===== config.mk =====
export PLATFORM = sky130hd
export DESIGN_NAME = fep_flash_ctrl
export DESIGN_NICKNAME = d
export VERILOG_FILES = /design/src/core/fep_pkg.sv /design/src/core/fep_flash_ctrl.sv
export VERILOG_INCLUDE_DIRS = /design/src /design/src/core
export SDC_FILE = /design/constraint.sdc
export NUM_CORES = 1
export LEC_CHECK = 0
export ABC_AREA = 1
export CAP_MARGIN = 10
export CORE_MARGIN = 4
export CORE_UTILIZATION = 51
export DETAILED_ROUTE_END_ITERATION = 10
export DONT_BUFFER_PORTS = 1
export PLACE_DENSITY = 0.66
export SETUP_SLACK_MARGIN = 0.4
export SYNTH_ARGS = -nofsm -noshare
export SYNTH_HDL_FRONTEND = slang
export SYNTH_SLANG_ARGS = --single-unit

===== constraint.sdc =====
create_clock -name clk -period 3.5 [get_ports clk]
set_clock_uncertainty 0.1 [all_clocks]
set_input_delay 0.35 -clock clk [delete_from_list [all_inputs] [get_ports clk]]
set_output_delay 0.35 -clock clk [all_outputs]
set_load 0.03 [all_outputs]

===== src/core/fep_defs.svh =====
/*
 * Register map, field layout and reset values of the flash ECC and pump
 * power control block. Assumes a 32-bit APB slave with word offsets.
 */
// Contract
// - A single-bit ECC error interrupts the CPU that made the access.
// - Threshold zero makes every single-bit error interrupt, refetch included; a data reread of the last data error address does not.
// - The error threshold field resets to zero.
// - Repeated interrupts for one error arise only from instruction fetches.
// - One CPU cannot cut pump power while the other uses flash.
// - Pump sleeps only after both CPUs request it with no access between.
// - Bank fall-back field written zero puts that bank to sleep.
// - Pump fall-back field written zero selects pump sleep.
// - Software may force the flash bank low-power through fall-back fields.
`ifndef FEP_DEFS_SVH
`define FEP_DEFS_SVH

// ==========================================================
// Register offsets
`define FEP_OFS_BANK_FB0   12'h000
`define FEP_OFS_PUMP_CTRL0 12'h004
`define FEP_OFS_BANK_FB1   12'h008
`define FEP_OFS_PUMP_CTRL1 12'h00C
`define FEP_OFS_PUMP_SEM   12'h010
`define FEP_OFS_ERR_THRESH 12'h014
`define FEP_OFS_ERR_COUNT0 12'h018
`define FEP_OFS_ERR_COUNT1 12'h01C
`define FEP_OFS_PUMP_STAT  12'h020
`define FEP_OFS_INT_STAT   12'h024
`define FEP_OFS_INT_EN     12'h028
`define FEP_OFS_INT_CLR    12'h02C

// ==========================================================
// Field positions and reset values
`define FEP_BANK_W         2
`define FEP_BANK_RST       2'h3
`define FEP_BANK_SLEEP     2'h0
`define FEP_PUMP_BIT       0
`define FEP_PUMP_RST       1'h1
`define FEP_PUMP_SLEEP     1'h0
`define FEP_THRESH_RST     32'h0000_0000
`define FEP_STAT_READY     0
`define FEP_STAT_LOWPWR    1
`define FEP_STAT_REQ0      2
`define FEP_STAT_REQ1      3

`endif


===== src/core/fep_pkg.sv =====
/*
 * Types for the flash ECC and pump power control block.
 * Assumes fep_defs.svh for all numeric constants.
 */
package fep_pkg;

    // Pump semaphore owner
    typedef enum logic [1:0] {
        FEP_SEM_FREE,
        FEP_SEM_CPU0,
        FEP_SEM_CPU1
    } fep_sem_t;

endpackage : fep_pkg


===== src/core/fep_flash_ctrl.sv =====
/*
 * Flash module control shared by two CPUs: single-bit ECC error counting
 * and interrupts, bank and charge pump fall-back power, pump semaphore and
 * the two-CPU pump power-down interlock, all behind one APB slave.
 * Assumes the flash access strobes come from logic on clk.
 */
// Our own choices: the APB slave port and the register offsets.
`timescale 1ns/10ps
`include "fep_defs.svh"

module fep_flash_ctrl
    import fep_pkg::*;
#(
    parameter int CNT_W  = 16,
    parameter int ADDR_W = 20
) (
    input  wire logic              clk,
    input  wire logic              arst_n,
    input  wire logic              psel,
    input  wire logic              penable,
    input  wire logic              pwrite,
    input  wire logic [11:0]       paddr,
    input  wire logic [31:0]       pwdata,
    output logic      [31:0]       prdata,
    output logic                   pready,
    output logic                   pslverr,
    input  wire logic [1:0]        accValid,
    input  wire logic [1:0]        accFetch,
    input  wire logic [ADDR_W-1:0] accAddr0,
    input  wire logic [ADDR_W-1:0] accAddr1,
    input  wire logic [1:0]        sbeDetect,
    output logic      [1:0]        bankPowerMode0,
    output logic      [1:0]        bankPowerMode1,
    output logic                   pumpLowPower,
    output logic                   pumpReady,
    output logic      [1:0]        sbeIrq,
    output logic                   irq
);

    // ==========================================================
    // Elaboration checks
    if (CNT_W < 2 || CNT_W > 32) begin : g_bad_cnt
        $error("CNT_W must lie in 2..32");
    end
    if (ADDR_W < 1 || ADDR_W > 32) begin : g_bad_addr
        $error("ADDR_W must lie in 1..32");
    end

    // ==========================================================
    // State
    logic [1:0]        bankMode [2];
    logic [1:0]        pumpMode;
    fep_sem_t          semOwner;
    logic [CNT_W-1:0]  thresh;
    logic [CNT_W-1:0]  errCount [2];
    logic [1:0]        pdReq;
    logic [1:0]        dataErrSeen;
    logic [ADDR_W-1:0] lastDataAddr [2];
    logic [1:0]        intStat;
    logic [1:0]        intEn;
    logic              pumpSleep;

    logic [1:0]        next_bankMode [2];
    logic [1:0]        next_pumpMode;
    fep_sem_t          next_semOwner;
    logic [CNT_W-1:0]  next_thresh;
    logic [CNT_W-1:0]  next_errCount [2];
    logic [1:0]        next_pdReq;
    logic [1:0]        next_dataErrSeen;
    logic [ADDR_W-1:0] next_lastDataAddr [2];
    logic [1:0]        next_intStat;
    logic [1:0]        next_intEn;
    logic              next_pumpSleep;
    logic [31:0]       next_prdata;
    logic              next_pslverr;

    logic              wrEn;
    logic              setup;
    logic [ADDR_W-1:0] addrOf [2];
    logic [1:0]        errEvt;
    logic [1:0]        raise;
    logic [1:0]        pumpWrSleep;
    logic [1:0]        intClr;

    assign addrOf[0] = accAddr0;
    assign addrOf[1] = accAddr1;
    assign wrEn      = psel & penable & pwrite;
    assign setup     = psel & ~penable;
    // Zero wait states: read data is staged during setup
    assign pready    = 1'b1;

    // ==========================================================
    // Address decode for the error answer; write strobes compare paddr directly
    function automatic logic isMapped(input logic [11:0] a);
        unique case (a)
            `FEP_OFS_BANK_FB0, `FEP_OFS_PUMP_CTRL0, `FEP_OFS_BANK_FB1,
            `FEP_OFS_PUMP_CTRL1, `FEP_OFS_PUMP_SEM, `FEP_OFS_ERR_THRESH,
            `FEP_OFS_ERR_COUNT0, `FEP_OFS_ERR_COUNT1, `FEP_OFS_PUMP_STAT,
            `FEP_OFS_INT_STAT, `FEP_OFS_INT_EN, `FEP_OFS_INT_CLR: begin
                return 1'b1;
            end
            default: begin
                return 1'b0;
            end
        endcase
    endfunction : isMapped

    function automatic logic wrHit(input logic [11:0] ofs);
        return wrEn && (paddr == ofs);
    endfunction : wrHit

    // ==========================================================
    // Error detection and counting
    always_comb begin
        next_dataErrSeen  = dataErrSeen;
        next_lastDataAddr = lastDataAddr;
        next_errCount     = errCount;
        errEvt            = 2'h0;
        raise             = 2'h0;
        for (int i = 0; i < 2; i++) begin
            errEvt[i] = accValid[i] & sbeDetect[i] & (accFetch[i] |
                        ~(dataErrSeen[i] & (addrOf[i] == lastDataAddr[i])));
            if (accValid[i] & sbeDetect[i] & ~accFetch[i]) begin
                next_dataErrSeen[i]  = 1'b1;
                next_lastDataAddr[i] = addrOf[i];
            end
            if (errEvt[i]) begin
                if ((CNT_W+1)'(errCount[i]) + (CNT_W+1)'(1) > (CNT_W+1)'(thresh)) begin
                    raise[i]         = 1'b1;
                    next_errCount[i] = '0;
                end else begin
                    next_errCount[i] = errCount[i] + CNT_W'(1);
                end
            end
        end
    end

    // ==========================================================
    // Interrupt status, enable and clear
    always_comb begin
        intClr       = wrHit(`FEP_OFS_INT_CLR) ? pwdata[1:0] : 2'h0;
        next_intEn   = wrHit(`FEP_OFS_INT_EN) ? pwdata[1:0] : intEn;
        // bit of the accessing CPU; set beats clear
        next_intStat = (intStat & ~intClr) | raise;
    end

    // ==========================================================
    // Fall-back power fields and semaphore
    always_comb begin
        next_bankMode = bankMode;
        next_pumpMode = pumpMode;
        next_semOwner = semOwner;
        next_thresh   = thresh;
        pumpWrSleep   = 2'h0;
        // bank field zero sleeps that bank
        // forced bank low power by software
        if (wrHit(`FEP_OFS_BANK_FB0)) begin
            next_bankMode[0] = pwdata[`FEP_BANK_W-1:0];
        end
        if (wrHit(`FEP_OFS_BANK_FB1)) begin
            next_bankMode[1] = pwdata[`FEP_BANK_W-1:0];
        end
        if (wrHit(`FEP_OFS_PUMP_CTRL0)) begin
            next_pumpMode[0] = pwdata[`FEP_PUMP_BIT];
            pumpWrSleep[0]   = (pwdata[`FEP_PUMP_BIT] == `FEP_PUMP_SLEEP);
        end
        if (wrHit(`FEP_OFS_PUMP_CTRL1) && semOwner == FEP_SEM_CPU1) begin
            next_pumpMode[1] = pwdata[`FEP_PUMP_BIT];
            pumpWrSleep[1]   = (pwdata[`FEP_PUMP_BIT] == `FEP_PUMP_SLEEP);
        end
        // Claim only when free; release by writing free
        if (wrHit(`FEP_OFS_PUMP_SEM)) begin
            if (pwdata[1:0] == 2'(FEP_SEM_FREE)) begin
                next_semOwner = FEP_SEM_FREE;
            end else if (semOwner == FEP_SEM_FREE && pwdata[1:0] != 2'h3) begin
                next_semOwner = fep_sem_t'(pwdata[1:0]);
            end
        end
        if (wrHit(`FEP_OFS_ERR_THRESH)) begin
            next_thresh = pwdata[CNT_W-1:0];
        end
    end

    // ==========================================================
    // Pump power-down interlock
    always_comb begin
        next_pdReq = pdReq;
        // any flash access cancels pending requests
        if (|accValid) begin
            next_pdReq = 2'h0;
        end
        // A request made in the same cycle as an access still stands
        next_pdReq = next_pdReq | pumpWrSleep;
        next_pumpSleep = (&next_pdReq) &&
                         (next_pumpMode == {`FEP_PUMP_SLEEP, `FEP_PUMP_SLEEP});
    end

    // ==========================================================
    // APB read path, staged in setup so prdata comes from a flop
    always_comb begin
        next_prdata  = prdata;
        next_pslverr = 1'b0;
        if (setup) begin
            next_prdata  = 32'h0000_0000;
            next_pslverr = ~isMapped(paddr);
            unique case (paddr)
                `FEP_OFS_BANK_FB0:   next_prdata[1:0] = bankMode[0];
                `FEP_OFS_BANK_FB1:   next_prdata[1:0] = bankMode[1];
                `FEP_OFS_PUMP_CTRL0: next_prdata[0]   = pumpMode[0];
                `FEP_OFS_PUMP_CTRL1: next_prdata[0]   = pumpMode[1];
                `FEP_OFS_PUMP_SEM:   next_prdata[1:0] = semOwner;
                `FEP_OFS_ERR_THRESH: next_prdata[CNT_W-1:0] = thresh;
                `FEP_OFS_ERR_COUNT0: next_prdata[CNT_W-1:0] = errCount[0];
                `FEP_OFS_ERR_COUNT1: next_prdata[CNT_W-1:0] = errCount[1];
                `FEP_OFS_PUMP_STAT: begin
                    next_prdata[`FEP_STAT_READY]  = ~pumpSleep;
                    next_prdata[`FEP_STAT_LOWPWR] = pumpSleep;
                    next_prdata[`FEP_STAT_REQ0]   = pdReq[0];
                    next_prdata[`FEP_STAT_REQ1]   = pdReq[1];
                end
                `FEP_OFS_INT_STAT:   next_prdata[1:0] = intStat;
                `FEP_OFS_INT_EN:     next_prdata[1:0] = intEn;
                default:             next_prdata      = 32'h0000_0000;
            endcase
        end else if (psel & penable) begin
            next_pslverr = pslverr;
        end
    end

    // ==========================================================
    // Registers
    always_ff @(posedge clk or negedge arst_n) begin
        if (!arst_n) begin
            bankMode[0]     <= `FEP_BANK_RST;
            bankMode[1]     <= `FEP_BANK_RST;
            pumpMode        <= {`FEP_PUMP_RST, `FEP_PUMP_RST};
            semOwner        <= FEP_SEM_FREE;
            thresh          <= CNT_W'(`FEP_THRESH_RST);
            errCount[0]     <= '0;
            errCount[1]     <= '0;
            pdReq           <= 2'h0;
            dataErrSeen     <= 2'h0;
            lastDataAddr[0] <= '0;
            lastDataAddr[1] <= '0;
            intStat         <= 2'h0;
            intEn           <= 2'h0;
            pumpSleep       <= 1'b0;
            prdata          <= 32'h0000_0000;
            pslverr         <= 1'b0;
        end else begin
            bankMode        <= next_bankMode;
            pumpMode        <= next_pumpMode;
            semOwner        <= next_semOwner;
            thresh          <= next_thresh;
            errCount        <= next_errCount;
            pdReq           <= next_pdReq;
            dataErrSeen     <= next_dataErrSeen;
            lastDataAddr    <= next_lastDataAddr;
            intStat         <= next_intStat;
            intEn           <= next_intEn;
            pumpSleep       <= next_pumpSleep;
            prdata          <= next_prdata;
            pslverr         <= next_pslverr;
        end
    end

    // ==========================================================
    // Outputs
    assign bankPowerMode0 = bankMode[0];
    assign bankPowerMode1 = bankMode[1];
    assign pumpLowPower   = pumpSleep;
    assign pumpReady      = ~pumpSleep;
    assign sbeIrq         = intStat & intEn;
    assign irq            = |(intStat & intEn);

endmodule : fep_flash_ctrl


==> results.cfg <==
[global_routing]
antenna_found_initial = 0
track_usage_pct = 22.29
grt_pass1_wl_um = 31860
grt_overflow = 0
grt_max_degree = 123
first_global_vias = 6633

[critical_path]
critPathBufInv = 2
cpPeakStageDelay_ns = 0.43
end_kind = flip-flop
critPathKind = flip-flop to flip-flop
crit_chain = ha_1 -> nand3_4 -> nor2_4 -> nand4_1 -> xor2_1 -> inv_1 -> ha_1 -> nand2_1 -> inv_1 -> nand3_1 -> nor3_1 -> nand4_1 -> nand2_4 -> nand2_1 -> nand2_1
cp.required_ns = 3.76
critPathArrivalTime_ns = 3.11
start_kind = flip-flop
cp_max_fo = 16
crit_slowest_cell = dfrtp_2
cpMostUsedCell = nand2_1
crit_family = simple AND/OR/NAND/NOR gates

[placement]
post-dp-hpwl_um = 13950
place_congestion = 0.9116
placed_cells = 1292
place.port_buffers = 0

[routing]
drc = 0
num_vias = 6870
drtPass1Iterations = 5
post_drt_wl_per_cell_um = 14.06
ant_nets = 0
dr.first_iter.drc_count = 628
postRouteWirelength_um = 19250
via_per_inst = 5.018

[run_status]
outcome = complete, but fails checks
violations = negative hold slack

[pwr]
p_leak_nw = 4.693
p_total_w = 0.004202
powerDensity_mw_per_mm2 = 463.0
ir_drop_uv = 380.6

[min_path]
hold_path.class = primary input to async pin

[synth]
syn_area_per_cell_um2 = 7.211
synth_edf_count = 0
synthCells = 1103
synth_warnings = 0
seq_area_frac_synth_pct = 38.48
syn_area_mm2 = 0.007954
synth_seq_cells = 122
synthArstFlopShare_pct = 100.0
synth_cell_types = 42
ys.flop_type = dfrtp_1

[layout]
nets = 1274
multiInputGateArea_mm2 = 0.004119
diodes = 0
fin_cells = 1369
seq_area_mm2 = 0.003063
syn_to_final_growth_pct = 14.09
fill_cells = 1431
layout-drive-gt1-share_pct = 9.067

[clock_network]
htreeDepth = 4
clockRootBuffer = clkbuf_16
hold_buffers = 44
cts_sinks = 122
numCtsBuffers = 17
worstSkewPairLatency_ns = 0.43
clk_path_buf_depth = 2
cts_tree = built
clk_transition_reported_paths_ns = 0.06

[run]
maxCapViolCount = 0

[sta]
worst_slew_pin_slew_ns = 1.060
slew_headroom_pct = 29.17
rsz0062_at_grt = true
min_period_over_period_pct = 81.37
finalSetupTns_ns = 0
finalSetupViolCount = 0
layout_min_cycle_time_ns = 2.848
finalMaxSlewViolations = 0
hold_viol = 122
holdWs_ns = -0.4797
fmaxAchievable_ghz = 0.3511

[die]
die_x_um = 132.9
boundaryPins = 138
die_area_mm2 = 0.01766
start_util_pct = 52.13
rows = 45
coreArea_mm2 = 0.01526
fp.dieH_um = 132.9
logic make-up after synthesis:
family	share of synthesized area, %
AND/OR/NAND/NOR	29.76
buffers and inverters	10.78
AO/OA/AOI/OAI	8.809
flip-flops	38.48
adder cells (fa/ha/maj)	5.348
XOR/XNOR	3.193
multiplexers	3.539
other	0.09442
cells in the final DEF (no fill, tap or decap), drive strengths merged, types with 3 or more instances in the layout:
master | netlist | final
dfrtp | 116 | 116
nor2 | 124 | 124
buf | 28 | 4
xnor2 | 8 | 8
a21oi | 27 | 27
nor3 | 10 | 10
o22ai | 7 | 7
nand2 | 349 | 349
nand4 | 9 | 9
xor2 | 21 | 21
clkinv | 0 | 3
inv | 161 | 170
mux2 | 23 | 23
dlygate4sd3 | 0 | 44
clkbuf | 12 | 17
o21ai | 90 | 90
dfstp | 6 | 6
clkinvlp | 0 | 3
conb | 2 | 17
ha | 34 | 34
nand3 | 60 | 60
per-stage QoR:
stage          setup slack [ns]  instance area, µm²  util, %
2_1_floorplan            0.7859                8010        -
3_3_place_gp             0.5091                8044    52.72
3_5_place_dp             0.4806                8044    52.72
4_1_cts                  0.4598                9039    59.24
5_1_grt                  0.3958                9075    59.48
6_report                 0.6519                9075    59.48
Yosys cell counts, types with 3 or more instances:
master,number,area (µm²)
buf_2,7,35.03
nor2_1,115,431.7
dfrtp_1,116,2903
nand3_2,5,50.05
mux2_2,17,191.4
mux2_4,6,90.09
buf_4,18,135.1
o21ai_1,14,70.07
clkbuf_1,12,45.04
xnor2_1,8,70.07
nor2_2,6,37.54
nand4_1,9,56.30
o21ai_0,76,380.4
xor2_1,21,183.9
nand2_1,339,1272
nand3_1,53,265.3
inv_2,6,22.52
a21oi_1,27,135.1
nor3_1,8,40.04
o22ai_1,7,43.79
nand2_2,8,50.05
dfstp_2,6,157.7
ha_1,34,425.4
nor2_4,3,33.78
inv_1,155,581.8
state kept, by name, indices dropped and copies added (netlist names):
| name | flops |
|---|---|
| pumpMode | 2 |
| pslverr | 1 |
| semOwner | 2 |
| bankPowerMode1 | 2 |
| intStat | 2 |
| errCount | 32 |
| pdReq | 2 |
| pumpLowPower | 1 |
| prdata | 16 |
| intEn | 2 |
| bankPowerMode0 | 2 |
| thresh | 16 |
| lastDataAddr | 40 |
| dataErrSeen | 2 |
metal layers:
metal  GRT usage (%)  share of wire, %  vias to the layer above
met5               0                 0                        -
met3           6.008               6.5                       14
met2           35.72                46                      207
li1                -                 -                     3511
met1           30.11                47                     3138
met4           5.485              0.98                        0
worst register-to-register path, cell delays in order (launching register included):
cell and delay, ns:
dfrtp_2 0.43, ha_1 0.24, nand3_4 0.12, nor2_4 0.20
nand4_1 0.12, xor2_1 0.22, inv_1 0.08, ha_1 0.30
nand2_1 0.07, inv_1 0.09, nand3_1 0.09, nor3_1 0.15
nand4_1 0.18, nand2_4 0.24, nand2_1 0.08, nand2_1 0.07
worst paths after layout:
kind	start	to	slack, ns	depth (start not counted)
worst min register to register	dataErrSeen[0]	dataErrSeen[0]	0.36	2
max in group asynchronous	arst_n	errCount[31]	3.54	0
worst max register to register	errCount[16]	errCount[23]	0.65	15
min in group clk	accAddr0[6]	lastDataAddr[26]	0.01	2
worst min-delay path	arst_n	pslverr	-0.48	0
worst max-delay path	errCount[16]	errCount[23]	0.65	15
area by class of cell:
cell class              instances  area share (%)
clock inverters                15           1.420
well taps                     211           2.909
clock buffers                  17           4.688
repair buffers                 48           5.184
flip-flops and latches        122           33.75
multi-input cells             795           45.39
inverters                     161           6.659
timing repair:
action	4_1_cts	5_1_grt
resized for setup	0	9
setup endpoints to repair	0	33
endpoints found under the hold margin	166	122
setup buffers	0	1
power by group:
group	internal [W]	leakage, nW	switching [W]
combinational	0.000336	2.85	0.000605
sequential	0.00152	1.58	0.0000903
clock	0.000928	0.266	0.000725
Power figures use the tool's default switching activity.
